## config.mk

```make
export PLATFORM = sky130hd
export DESIGN_NAME = program_counter_stack_indirect
export DESIGN_NICKNAME = d
export VERILOG_FILES = /design/src/pkg/pcs_pkg.sv /design/src/verilog/return_stack.sv /design/src/verilog/program_counter_stack_indirect.sv
export SDC_FILE = /design/constraint.sdc
export NUM_CORES = 1
export LEC_CHECK = 0
export BUFFER_PORTS_ARGS = -buffer_cell sky130_fd_sc_hd__buf_2
export CAP_MARGIN = 5
export CORE_UTILIZATION = 30
export CTS_CLUSTER_DIAMETER = 100
export DETAILED_ROUTE_END_ITERATION = 16
export HOLD_SLACK_MARGIN = 0.03
export SYNTH_ARGS = -nofsm -noshare
export SYNTH_HDL_FRONTEND = slang
export SYNTH_SLANG_ARGS = --single-unit
```

## constraint.sdc

```tcl
create_clock -name clk_sys -period 2.9 [get_ports clk_sys]
set_clock_uncertainty 0.15 [all_clocks]
set_input_delay 0.145 -clock clk_sys [delete_from_list [all_inputs] [get_ports clk_sys]]
set_output_delay 0.145 -clock clk_sys [all_outputs]
set_load 0.05 [all_outputs]
```

## src/pkg/pcs_pkg.sv

```systemverilog
// Shared constants for the program counter, return stack and indirect path.
`default_nettype none
package pcs_pkg;
	// Widths of the address and data paths.
	localparam int PC_W     = 13;
	localparam int PAGE_W   = 11;
	localparam int DATA_W   = 8;
	localparam int LATCH_W  = 5;
	localparam int DADDR_W  = 9;
	localparam int APB_AW   = 8;
	localparam int APB_DW   = 32;
	localparam int STK_DEPTH = 8;
	localparam int STK_PTR_W = 3;
	// Register byte offsets on the APB port.
	localparam logic [APB_AW-1:0] ADDR_PC_LOW   = 8'h00;
	localparam logic [APB_AW-1:0] ADDR_LATCH    = 8'h04;
	localparam logic [APB_AW-1:0] ADDR_FPTR     = 8'h08;
	localparam logic [APB_AW-1:0] ADDR_BANK     = 8'h0C;
	localparam logic [APB_AW-1:0] ADDR_INDIRECT = 8'h10;
	// Field positions inside the latch and bank registers.
	localparam int LATCH_PAGE_HI = 4;
	localparam int LATCH_PAGE_LO = 3;
	localparam int BANK_IND_BIT   = 7;
	localparam int BANK_UPPER_BIT = 6;
	// Reset values and fixed answers.
	localparam logic [PC_W-1:0]    PC_RST    = 13'h0000;
	localparam logic [LATCH_W-1:0] LATCH_RST = 5'h00;
	localparam logic [DATA_W-1:0]  FPTR_RST  = 8'h00;
	localparam logic [DATA_W-1:0]  SELF_PTR  = 8'h00;
	localparam logic [DATA_W-1:0]  SELF_READ = 8'h00;
	localparam logic [PC_W-1:0]    PC_ONE    = 13'h0001;
	// Interrupt vector; the value is an arbitrary plain default.
	localparam logic [PC_W-1:0]    IRQ_VECTOR = 13'h0004;
	// Operation chosen for the program counter in one cycle.
	typedef enum logic [2:0] {
		OP_HOLD, OP_STEP, OP_JUMP, OP_CALL, OP_RETURN, OP_VECTOR, OP_LOAD_LOW
	} pc_op_t;
endpackage
`default_nettype wire

```

## src/verilog/return_stack.sv

```systemverilog
// Circular return-address stack with no overflow or underflow status.
`default_nettype none
module return_stack #(
	parameter int DEPTH = pcs_pkg::STK_DEPTH,
	parameter int WIDTH = pcs_pkg::PC_W
) (
	input  wire logic                      clk_sys,
	input  wire logic                      arst_n,
	input  wire logic                      push,
	input  wire logic                      pop,
	input  wire logic [WIDTH-1:0]          push_data,
	output logic      [WIDTH-1:0]          top_data
);
	import pcs_pkg::*;
	localparam int PW = $clog2(DEPTH);

	logic [WIDTH-1:0] mem_q [DEPTH];
	logic [WIDTH-1:0] mem_d [DEPTH];
	logic [PW-1:0]    ptr_q;
	logic [PW-1:0]    ptr_d;

	// The entry below the pointer is the top; an empty stack still yields
	// whatever slot that is, which is why no status flag exists.
	assign top_data = mem_q[PW'(ptr_q - PW'(1))];

	// Push writes the free slot and advances; pop steps back. The pointer
	// wraps so a ninth push overwrites the oldest entry.
	always_comb begin
		mem_d = mem_q;
		ptr_d = ptr_q;
		if (push) begin
			mem_d[ptr_q] = push_data;
			ptr_d = PW'(ptr_q + PW'(1));
		end else if (pop) begin
			ptr_d = PW'(ptr_q - PW'(1));
		end
	end

	// Registers only; the pointer is not visible to software.
	always_ff @(posedge clk_sys or negedge arst_n) begin
		if (!arst_n) begin
			ptr_q <= '0;
			for (int i = 0; i < DEPTH; i++) begin
				mem_q[i] <= '0;
			end
		end else begin
			ptr_q <= ptr_d;
			mem_q <= mem_d;
		end
	end

	// A push followed by a pop hands back the pushed value.
	property p_push_pop;
		@(posedge clk_sys) disable iff (!arst_n)
		push ##1 (pop && !push) |-> top_data == $past(push_data);
	endproperty
	a_push_pop: assert property (p_push_pop)
		else $error("pop did not return the last pushed value");

	// Eight pushes in a row bring the pointer back where it started.
	property p_wrap;
		@(posedge clk_sys) disable iff (!arst_n)
		push [*8] |=> ptr_q == $past(ptr_q, 8);
	endproperty
	a_wrap: assert property (p_wrap)
		else $error("stack pointer did not wrap after eight pushes");
endmodule // return_stack
`default_nettype wire

```

## src/verilog/program_counter_stack_indirect.sv

```systemverilog
// Program counter, page latch, return stack and indirect addressing.
//
// Notes on behaviour
// Thirteen-bit counter; low byte readable and writable.
// Counter bits 12..8 never readable by software.
// Every reset clears the counter.
// Low write loads byte, latch 4..0 high.
// Jump/call: 11 target bits, latch 4..3 top.
// Eight by thirteen stack, pointer hidden.
// Call and interrupt vectoring push the counter.
// All three returns pop full counter; the code has a single return, op_return.
// Pushes and pops leave latch untouched.
// Circular stack; ninth push overwrites first.
// No overflow or underflow indication.
// Eight K words in two K pages.
// Software avoids latch bit 4 as storage.
// Indirect register reaches the pointed register.
// Indirect read with zero pointer gives 00h.
// Indirect self write changes no register.
// Data address is bank bit plus pointer.
// Software keeps both high bank bits clear.
// Empty pop returns selected slot; pointer wraps.
`default_nettype none
module program_counter_stack_indirect #(
	parameter logic [pcs_pkg::PC_W-1:0] VECTOR = pcs_pkg::IRQ_VECTOR
) (
	input  wire logic                           clk_sys,
	input  wire logic                           arst_n,
	input  wire logic                           psel,
	input  wire logic                           penable,
	input  wire logic                           pwrite,
	input  wire logic [pcs_pkg::APB_AW-1:0]     paddr,
	input  wire logic [pcs_pkg::APB_DW-1:0]     pwdata,
	output logic      [pcs_pkg::APB_DW-1:0]     prdata,
	output logic                                pready,
	output logic                                pslverr,
	input  wire logic                           op_step,
	input  wire logic                           op_jump,
	input  wire logic                           op_call,
	input  wire logic                           op_return,
	input  wire logic                           op_interrupt,
	input  wire logic [pcs_pkg::PAGE_W-1:0]     branch_target,
	output logic      [pcs_pkg::PC_W-1:0]       pc,
	output logic                                upper_bank_select_bit,
	output logic      [pcs_pkg::DADDR_W-1:0]    mem_addr,
	output logic                                mem_rd,
	output logic                                mem_wr,
	output logic      [pcs_pkg::DATA_W-1:0]     mem_wdata,
	input  wire logic [pcs_pkg::DATA_W-1:0]     mem_rdata
);
	import pcs_pkg::*;

	////////////////////////////////////////////////////////////////////////
	// Bus decode.

	// True when the bus address selects the register at the given offset.
	function automatic logic hit(input logic [APB_AW-1:0] a,
		input logic [APB_AW-1:0] off);
		return a == off;
	endfunction

	logic mapped;
	logic setup_ph;
	logic write_go;
	logic pcl_wr;
	logic latch_wr;
	logic fptr_wr;
	logic bank_wr;
	logic ind_wr;
	logic ind_rd;
	logic ind_self;

	// Every transfer completes in its first access cycle, so pready only
	// follows the access phase; unmapped offsets answer with pslverr.
	assign mapped = hit(paddr, ADDR_PC_LOW) | hit(paddr, ADDR_LATCH)
		| hit(paddr, ADDR_FPTR) | hit(paddr, ADDR_BANK)
		| hit(paddr, ADDR_INDIRECT);
	assign setup_ph = psel & ~penable;
	assign pready   = psel & penable;
	assign pslverr  = psel & penable & ~mapped;
	assign write_go = psel & penable & pwrite;

	// Write strobes last exactly the completing access cycle.
	assign pcl_wr   = write_go & hit(paddr, ADDR_PC_LOW);
	assign latch_wr = write_go & hit(paddr, ADDR_LATCH);
	assign fptr_wr  = write_go & hit(paddr, ADDR_FPTR);
	assign bank_wr  = write_go & hit(paddr, ADDR_BANK);
	assign ind_wr   = write_go & hit(paddr, ADDR_INDIRECT);
	assign ind_rd   = setup_ph & ~pwrite & hit(paddr, ADDR_INDIRECT);

	////////////////////////////////////////////////////////////////////////
	// Program counter and page latch.

	logic [PC_W-1:0]    pc_q;
	logic [PC_W-1:0]    pc_d;
	logic [LATCH_W-1:0] latch_q;
	logic [LATCH_W-1:0] latch_d;
	logic               push;
	logic               pop;
	logic [PC_W-1:0]    push_data;
	logic [PC_W-1:0]    stack_top;
	pc_op_t             op;

	assign pc = pc_q;

	// One operation per cycle. A software load of the low byte wins over
	// the decoder, then vectoring, call, jump, return and plain stepping.
	always_comb begin
		op = OP_HOLD;
		if (pcl_wr) begin
			op = OP_LOAD_LOW;
		end else if (op_interrupt) begin
			op = OP_VECTOR;
		end else if (op_call) begin
			op = OP_CALL;
		end else if (op_jump) begin
			op = OP_JUMP;
		end else if (op_return) begin
			op = OP_RETURN;
		end else if (op_step) begin
			op = OP_STEP;
		end
	end

	// Next counter value and stack request. The latch is written only by
	// software, so branches and returns never disturb it.
	always_comb begin
		pc_d      = pc_q;
		push      = 1'b0;
		pop       = 1'b0;
		push_data = pc_q;
		latch_d   = latch_wr ? pwdata[LATCH_W-1:0] : latch_q;
		case (op)
			OP_LOAD_LOW: begin
				pc_d = {latch_q, pwdata[DATA_W-1:0]};
			end
			OP_VECTOR: begin
				push = 1'b1;
				pc_d = VECTOR;
			end
			OP_CALL: begin
				push      = 1'b1;
				push_data = pc_q + PC_ONE;
				pc_d = {latch_q[LATCH_PAGE_HI:LATCH_PAGE_LO],
					branch_target};
			end
			OP_JUMP: begin
				pc_d = {latch_q[LATCH_PAGE_HI:LATCH_PAGE_LO],
					branch_target};
			end
			OP_RETURN: begin
				pop  = 1'b1;
				pc_d = stack_top;
			end
			OP_STEP: begin
				pc_d = pc_q + PC_ONE;
			end
			default: begin
				pc_d = pc_q;
			end
		endcase
	end

	// Any reset that reaches this block clears the whole counter.
	always_ff @(posedge clk_sys or negedge arst_n) begin
		if (!arst_n) begin
			pc_q    <= PC_RST;
			latch_q <= LATCH_RST;
		end else begin
			pc_q    <= pc_d;
			latch_q <= latch_d;
		end
	end

	// The stack reports nothing beyond its top entry.
	return_stack #(
		.DEPTH (STK_DEPTH),
		.WIDTH (PC_W)
	) u_stack (
		.clk_sys   (clk_sys),
		.arst_n    (arst_n),
		.push      (push),
		.pop       (pop),
		.push_data (push_data),
		.top_data  (stack_top)
	);

	////////////////////////////////////////////////////////////////////////
	// File pointer, bank bits and the indirect path.

	logic [DATA_W-1:0] fptr_q;
	logic [DATA_W-1:0] fptr_d;
	logic              ibank_q;
	logic              ibank_d;
	logic              ubank_q;
	logic              ubank_d;

	assign upper_bank_select_bit = ubank_q;

	// Pointer and bank bits are plain software storage.
	always_comb begin
		fptr_d  = fptr_wr ? pwdata[DATA_W-1:0] : fptr_q;
		ibank_d = bank_wr ? pwdata[BANK_IND_BIT] : ibank_q;
		ubank_d = bank_wr ? pwdata[BANK_UPPER_BIT] : ubank_q;
	end

	always_ff @(posedge clk_sys or negedge arst_n) begin
		if (!arst_n) begin
			fptr_q  <= FPTR_RST;
			ibank_q <= 1'b0;
			ubank_q <= 1'b0;
		end else begin
			fptr_q  <= fptr_d;
			ibank_q <= ibank_d;
			ubank_q <= ubank_d;
		end
	end

	// The indirect register holds nothing; accesses go to memory at the
	// address made of the bank bit above the pointer.
	assign ind_self  = fptr_q == SELF_PTR;
	assign mem_addr  = {ibank_q, fptr_q};
	assign mem_wdata = pwdata[DATA_W-1:0];
	assign mem_rd    = ind_rd & ~ind_self;
	assign mem_wr    = ind_wr & ~ind_self;

	////////////////////////////////////////////////////////////////////////
	// Read data.

	logic [APB_DW-1:0] prdata_q;
	logic [APB_DW-1:0] prdata_d;

	assign prdata = prdata_q;

	// Read data is captured in the setup cycle, so memory must answer in
	// the same cycle that mem_rd is high. The high counter bits never
	// appear here; only the latch is visible.
	always_comb begin
		prdata_d = prdata_q;
		if (setup_ph & ~pwrite) begin
			prdata_d = '0;
			if (hit(paddr, ADDR_PC_LOW)) begin
				prdata_d[DATA_W-1:0] = pc_q[DATA_W-1:0];
			end else if (hit(paddr, ADDR_LATCH)) begin
				prdata_d[LATCH_W-1:0] = latch_q;
			end else if (hit(paddr, ADDR_FPTR)) begin
				prdata_d[DATA_W-1:0] = fptr_q;
			end else if (hit(paddr, ADDR_BANK)) begin
				prdata_d[BANK_IND_BIT]   = ibank_q;
				prdata_d[BANK_UPPER_BIT] = ubank_q;
			end else if (hit(paddr, ADDR_INDIRECT)) begin
				prdata_d[DATA_W-1:0] = ind_self ? SELF_READ
					: mem_rdata;
			end
		end
	end

	always_ff @(posedge clk_sys or negedge arst_n) begin
		if (!arst_n) begin
			prdata_q <= '0;
		end else begin
			prdata_q <= prdata_d;
		end
	end

	////////////////////////////////////////////////////////////////////////
	// Checks.

	property p_low_load;
		@(posedge clk_sys) disable iff (!arst_n)
		pcl_wr |=> pc_q == {$past(latch_q), $past(pwdata[DATA_W-1:0])};
	endproperty
	a_low_load: assert property (p_low_load)
		else $error("low byte write loaded the counter wrongly");

	property p_jump_page;
		@(posedge clk_sys) disable iff (!arst_n)
		(op_jump && !op_call && !op_interrupt && !pcl_wr)
		|=> pc_q[PC_W-1:PAGE_W] == $past(latch_q[LATCH_PAGE_HI:LATCH_PAGE_LO])
		&& pc_q[PAGE_W-1:0] == $past(branch_target);
	endproperty
	a_jump_page: assert property (p_jump_page)
		else $error("jump target not paged from the latch");

	property p_call_push;
		@(posedge clk_sys) disable iff (!arst_n)
		(op_call && !op_interrupt && !pcl_wr)
		|=> stack_top == $past(pc_q) + PC_ONE;
	endproperty
	a_call_push: assert property (p_call_push)
		else $error("call did not push the return address");

	property p_vector;
		@(posedge clk_sys) disable iff (!arst_n)
		(op_interrupt && !pcl_wr)
		|=> pc_q == VECTOR && stack_top == $past(pc_q);
	endproperty
	a_vector: assert property (p_vector)
		else $error("interrupt did not push and vector");

	property p_return;
		@(posedge clk_sys) disable iff (!arst_n)
		(op == OP_RETURN) |=> pc_q == $past(stack_top);
	endproperty
	a_return: assert property (p_return)
		else $error("return did not restore the full counter");

	property p_latch_kept;
		@(posedge clk_sys) disable iff (!arst_n)
		(push || pop) && !latch_wr |=> $stable(latch_q);
	endproperty
	a_latch_kept: assert property (p_latch_kept)
		else $error("latch changed on a push or pop");

	property p_self_read;
		@(posedge clk_sys) disable iff (!arst_n)
		(ind_rd && ind_self) |=> prdata_q == '0 ##1 !mem_wr;
	endproperty
	a_self_read: assert property (p_self_read)
		else $error("indirect self read did not return zero");

	property p_self_write;
		@(posedge clk_sys) disable iff (!arst_n)
		(ind_wr && ind_self) |-> !mem_wr ##1 $stable(fptr_q);
	endproperty
	a_self_write: assert property (p_self_write)
		else $error("indirect self write reached a register");

	property p_eff_addr;
		@(posedge clk_sys) disable iff (!arst_n)
		bank_wr |=> mem_addr[DADDR_W-1] == $past(pwdata[BANK_IND_BIT]);
	endproperty
	a_eff_addr: assert property (p_eff_addr)
		else $error("indirect bank bit not on the address");

	property p_high_hidden;
		@(posedge clk_sys) disable iff (!arst_n)
		(setup_ph && !pwrite && hit(paddr, ADDR_PC_LOW))
		|=> prdata_q[APB_DW-1:DATA_W] == '0;
	endproperty
	a_high_hidden: assert property (p_high_hidden)
		else $error("counter high bits leaked onto the bus");
endmodule // program_counter_stack_indirect
`default_nettype wire

```

== Word level (Yosys, flattened, before mapping) ==
Index checks and enable logic that the tools add are counted.
Storage, ports and cells
  register bits: 143
  latch bits: 0
  memory bits (writable): 0
  memory bits (read-only): 0
  input bits: 69
  output and inout port bits: 67
  memories: 0
Cells by class
  add/subtract/negate cells: 3
  $mul: 0
  div/mod/pow operators: 0
  $lt $le $gt $ge: 3
  eq/ne operators: 10
  shifts and indexed selects: 0
  multiplexer cells: 26
  bitwise operators: 23
  reductions and logical operators: 7
Operators by type and width (count)
  bitwise mux 104 bit: 1
  case mux 13 bit (5 select lines): 1
  two-way mux 13 bit: 4
  binary-select mux 13 bit (select 3 bit): 1
  demux 13 bit (select 3 bit): 1
  two-way mux 8 bit: 4
  two-way mux 3 bit: 8
  == test 8 x 4 -> 1 bit, second input constant: 2
  logical NOT 8 bit: 2
  adder 13 x 1 -> 13 bit, second input constant: 1
  AND 1 bit: 13
  == test 3 bit, second input constant: 3
  == test 8 x 3 -> 1 bit, second input constant: 1
  == test 8 x 5 -> 1 bit, second input constant: 1
  greater-or-equal comparator 4 bit, second input constant: 2
  inverter 3 -> 4 bit: 2
  == test 3 x 2 -> 1 bit, second input constant: 2
  two-way mux 6 bit: 1
  two-way mux 5 bit: 1
  nonzero test 5 bit: 1
  < comparator 4 x 1 -> 1 bit, second input constant: 1
  inverter 1 bit: 4
  bitwise OR 1 bit: 4
  OR reduction 2 bit: 2
  7 further kinds: 9

== Logic depth before layout (Yosys ltp) ==
  word-level depth: 10
  gate-level depth with buffers: 10

== Modules after synthesis ==
A second synthesis with hierarchy kept.
Second synthesis, totals
  cell total of the unflattened synthesis: 706
  area total of the unflattened synthesis: 7833.8 um^2
By module, submodules not included
  return_stack: times used 1, cells an instance 379, area an instance 5043.6 um^2, seq. area each 2677.6 um^2
  program_counter_stack_indirect: times used 1, cells an instance 327, area an instance 2790.2 um^2, seq. area each 900.9 um^2

== Worst setup path before layout ==
Ideal clock, no wire load.
  path kind: reg2reg
  start: register u_stack.ptr_q[0]
  end: register pc_q[3], in the netlist pc[3]
  library setup time: 0.140 ns
  arrival time: 2.550 ns
  setup slack: 0.060 ns
  cell stages (with the launch flop): 11
  clock period less this slack: 2.840 ns
  cell sequence: dfrtp_1 > buf_4 > inv_1 > buf_2 > ha_1 > clkbuf_1 > clkbuf_1 > mux4_1 > mux2_2 > nand2_1 > o2111ai_1
On the way
  word-level cells in the longest chain between the ends: 6
Ends and longest elaborated chain
  from (decl): RTL line return_stack.sv:19  | logic [PW-1:0] ptr_q;
  from (signal assigned): RTL line return_stack.sv:47  | ptr_q <= ptr_d;
  subtractor 3 x 1 -> 3 bit: RTL line return_stack.sv:24  | assign top_data = mem_q[PW'(ptr_q - PW'(1))];
  inverter 3 -> 4 bit (implied by the code): RTL line return_stack.sv:24
  binary-select mux 13 bit (select 3 bit): RTL line return_stack.sv:24
  two-way mux 13 bit (implied by the code) (2 in a row): RTL line return_stack.sv:24
  case mux 13 bit (5 select lines): RTL line program_counter_stack_indirect.sv:133  | case (op)
  to (signal assigned): RTL line program_counter_stack_indirect.sv:170  | pc_q <= pc_d;
  to (decl): RTL line program_counter_stack_indirect.sv:94  | logic [PC_W-1:0] pc_q;
Every way passes these cells. The select of a mux whose other input is x is not followed.
A chain may end at the register's enable or synchronous reset.

== Worst setup path after layout ==
  start: register fptr_q[0]
  end: register prdata_q[6], in the netlist prdata[6]
On the way
  word-level cells in the longest chain between the ends: 7
Ends and longest elaborated chain
  from (decl): RTL line program_counter_stack_indirect.sv:191  | logic [DATA_W-1:0] fptr_q;
  from (signal assigned): RTL line program_counter_stack_indirect.sv:213  | fptr_q <= fptr_d;
  logical NOT 8 bit: RTL line program_counter_stack_indirect.sv:221  | assign ind_self = fptr_q == SELF_PTR;
  two-way mux 8 bit: RTL line program_counter_stack_indirect.sv:252  | prdata_d[DATA_W-1:0] = ind_self ? SELF_READ
  two-way mux 8 bit: RTL line program_counter_stack_indirect.sv:251  | end else if (hit(paddr, ADDR_INDIRECT)) begin
  two-way mux 2 bit: RTL line program_counter_stack_indirect.sv:248  | end else if (hit(paddr, ADDR_BANK)) begin
  two-way mux 8 bit: RTL line program_counter_stack_indirect.sv:246  | end else if (hit(paddr, ADDR_FPTR)) begin
  two-way mux 3 bit: RTL line program_counter_stack_indirect.sv:244  | end else if (hit(paddr, ADDR_LATCH)) begin
  two-way mux 8 bit: RTL line program_counter_stack_indirect.sv:242  | if (hit(paddr, ADDR_PC_LOW)) begin
  to (signal assigned): RTL line program_counter_stack_indirect.sv:262  | prdata_q <= prdata_d;
  to (decl): RTL line program_counter_stack_indirect.sv:230  | logic [APB_DW-1:0] prdata_q;
Every way passes these cells.

==> impl_metrics.yaml <==
yosys:
  yosys_most_used_dff: "dfrtp_1"
  syn_area_sq_mm: 0.00751
  synthArstFlopShare_pct: 100
  avgSynthCellArea_sq_um: 10.4
  seq_area_frac_synth_pct: 47.7
  ys_ff_latch: 143
  ys_types: 52
  synth-edff-count: 0
  synthCells: 722
  synth_warnings: 0
global_route:
  track_usage_pct: 16.5
  gr-total-overflow: 0
  grt_pass1_wl_um: 32600
  antenna_found_initial: 0
  grt_pass1_vias: 5736
  grt_max_degree: 64
worst_setup_path:
  worstSetupEndpointType: "register"
  cp.required_ns: 3.05
  path_class: "register to register"
  path_max_fanout: 8
  critical_path_arrival_ns: 2.72
  worst_setup_path_start_kind: "register"
detailed_routing:
  dr.pass1.iters: 5
  remaining_drc_errors: 0
  wl_per_cell_um: 17.2
  drt_iter0_markers: 459
  wl_um: 20300
  vias: 5900
  avgViaCountPerCell: 5.00
  ant_nets: 0
place:
  gp_congestion: 0.921
  place_area_sq_mm: 0.00826
  place_ws_ns: 0.409
  port_buffers: 87
  dp_hpwl_um: 13900
  dp_cells: 1117
power:
  switchingPower_mw: 3.08
  vdd_ir_drop_max_uv: 442
  p_leak_nw: 4.07
  power.share.sequential_pct: 35.0
  netSwitchingFraction_pct: 35.2
  power_frac_clock_pct: 25.6
  p_per_area_mw_per_mm2: 951
  combPwrFrac_pct: 39.3
  p_int_mw: 5.67
  total_power_mw: 8.74
sta:
  tightest_slew_ns: 0.805
  hold_ws_ns: 0.0425
  rsz0062_at_grt: "false"
  finalCriticalPeriod_ns: 2.57
  maxSlewViolCount: 0
  setup_violations: 0
  hold_viol: 0
  relSlewSlack_pct: 45.9
  fmax_mhz: 389
  tns_ns: 0
  timing.final.ws_setup_ns: 0.332
  min_period_over_period_pct: 88.5
final_layout:
  diodes: 0
  drive_gt1_share_pct: 24.0
  final_util_pct: 37.6
  n_fill_cell: 2426
  stdcell_area_sq_mm: 0.00919
  nNetsFinal: 917
  fin_cells: 1181
  area_growth_pct: 22.4
cts:
  cts_tree: "done"
  clk_pin_slew_ns: 0.06
  cts_buffers: 17
  cts_max_level: 4
  clock-sinks: 143
  cts_root_buffer: "clkbuf_16"
  insertion_delay_ns: 0.42
  post_cts_resized: 0
  cts_max_path_buffers: 2
outcome:
  status: "finished clean"
die:
  rows: 57
  io_pins: 136
  initial_core_util_pct: 30.7
  die_w_um: 160
  coreArea_sq_mm: 0.0245
  fp.dieH_um: 160
  die_area_sq_mm: 0.0257
job:
  max-cap-violations: 0
worst_hold_path:
  hold_path.class: "input pin to register"
cell usage after synthesis, drive strengths merged (12+ instances only):
| cell type | instances | share of area, % |
|---|---|---|
| mux2 | 22 | 3.9 |
| or3 | 12 | 1.0 |
| buf | 60 | 5.8 |
| o21ai | 82 | 5.5 |
| nor2 | 57 | 2.9 |
| xnor2 | 12 | 1.4 |
| nand2 | 110 | 5.8 |
| a21oi | 54 | 3.6 |
| dfrtp | 143 | 48 |
| mux4 | 26 | 8.2 |
| clkbuf | 16 | 0.80 |
| nand3 | 17 | 1.1 |
| nor4 | 12 | 1.8 |
repair_timing:
| action | in CTS | in global routing |
|---|---|---|
| hold endpoints to repair | 94 | 0 |
| hold buffers | 33 | 0 |
| buffers inserted | 0 | 0 |
layer usage:
layer	wire (um)	GRT usage (%)
met5	0	0
met4	436	6.19
met3	1190	2.83
met2	9660	27.4
met1	8980	21.6
state kept, by name (all words and copies together) (netlist names):
| register | count |
|---|---|
| upper_bank_select_bit | 1 |
| u_stack.mem_q | 104 |
| ibank_q | 1 |
| pc | 13 |
| latch_q | 5 |
| prdata | 8 |
| fptr_q | 8 |
| u_stack.ptr_q | 3 |
worst max-delay path, cell delays in order, from the launching register on:
cell and delay (ns):
dfrtp_1 0.42, nor4_1 0.44, nand2_1 0.13, and2_1 0.27
a221oi_1 0.36, a31oi_1 0.12, dlygate4sd3_1 0.56
power by group through the flow:
stage	Combinational, mW	Clock (mW)	Sequential [mW]
6_report	3.44	2.24	3.06
5_1_grt	3.77	2.37	3.16
4_1_cts	3.48	2.28	3.06
3_5_place_dp	3.42	0	3.09
3_3_place_gp	3.37	0	3.07
2_1_floorplan	2.47	0	3.13
path summary, 6_finish.rpt:
check / end / from / depth (start not counted) / slack, ns
setup reg to reg: prdata[6] / fptr_q[0] / 6 / 0.33
hold reg to reg: u_stack.mem_q[94] / u_stack.mem_q[94] / 2 / 0.33
min in group asynchronous: fptr_q[0] / arst_n / 2 / 0.12
max in group asynchronous: u_stack.mem_q[81] / arst_n / 3 / 1.74
hold / removal: pc[2] / branch_target[2] / 4 / 0.04
setup / recovery: prdata[6] / fptr_q[0] / 6 / 0.33
final cells by class:
| type | instances | area (sq um) | area share, % |
|---|---|---|---|
| well taps | 324 | 405 | 4.41 |
| inverters | 5 | 18.8 | 0.204 |
| flip-flops and latches | 143 | 3580 | 38.9 |
| clock inverters | 5 | 103 | 1.12 |
| clock buffers | 26 | 499 | 5.43 |
| repair buffers | 157 | 1070 | 11.7 |
| multi-input cells | 521 | 3510 | 38.2 |
placed cells by master, fill, tap and decap left out, types with 6 or more instances in the layout:
master	count
dfrtp_1	143
nand2_1	108
buf_2	86
nor2_1	56
a21oi_1	53
o21ai_0	43
o21ai_1	39
buf_4	35
dlygate4sd3_1	33
conb_1	24
mux4_2	18
nand3_1	17
clkbuf_16	17
mux2_4	13
xnor2_1	12
or3_1	12
nor3_1	9
xor2_1	9
mux2_2	9
a31oi_1	8
mux4_1	8
a221oi_1	7
nor4_1	6
nand4_1	6
o2111ai_1	6
cell families (layout without fill, tap and decap cells):
logic type                 after synthesis  in the layout  share of synthesized area, %
xor gates and xnor gates                22             22                          2.82
muxes                                   53             53                          12.8
DFF                                    143            143                          47.7
and+or+nand+nor                        246            246                          16.3
AOI/OAI and AO/OA                      173            173                          13.0
buffers and inverters                   81            193                          6.86
other                                    1             24                        0.0499
adders and majority gates                3              3                         0.500
Note: power is estimated with default switching activity, not from simulation.
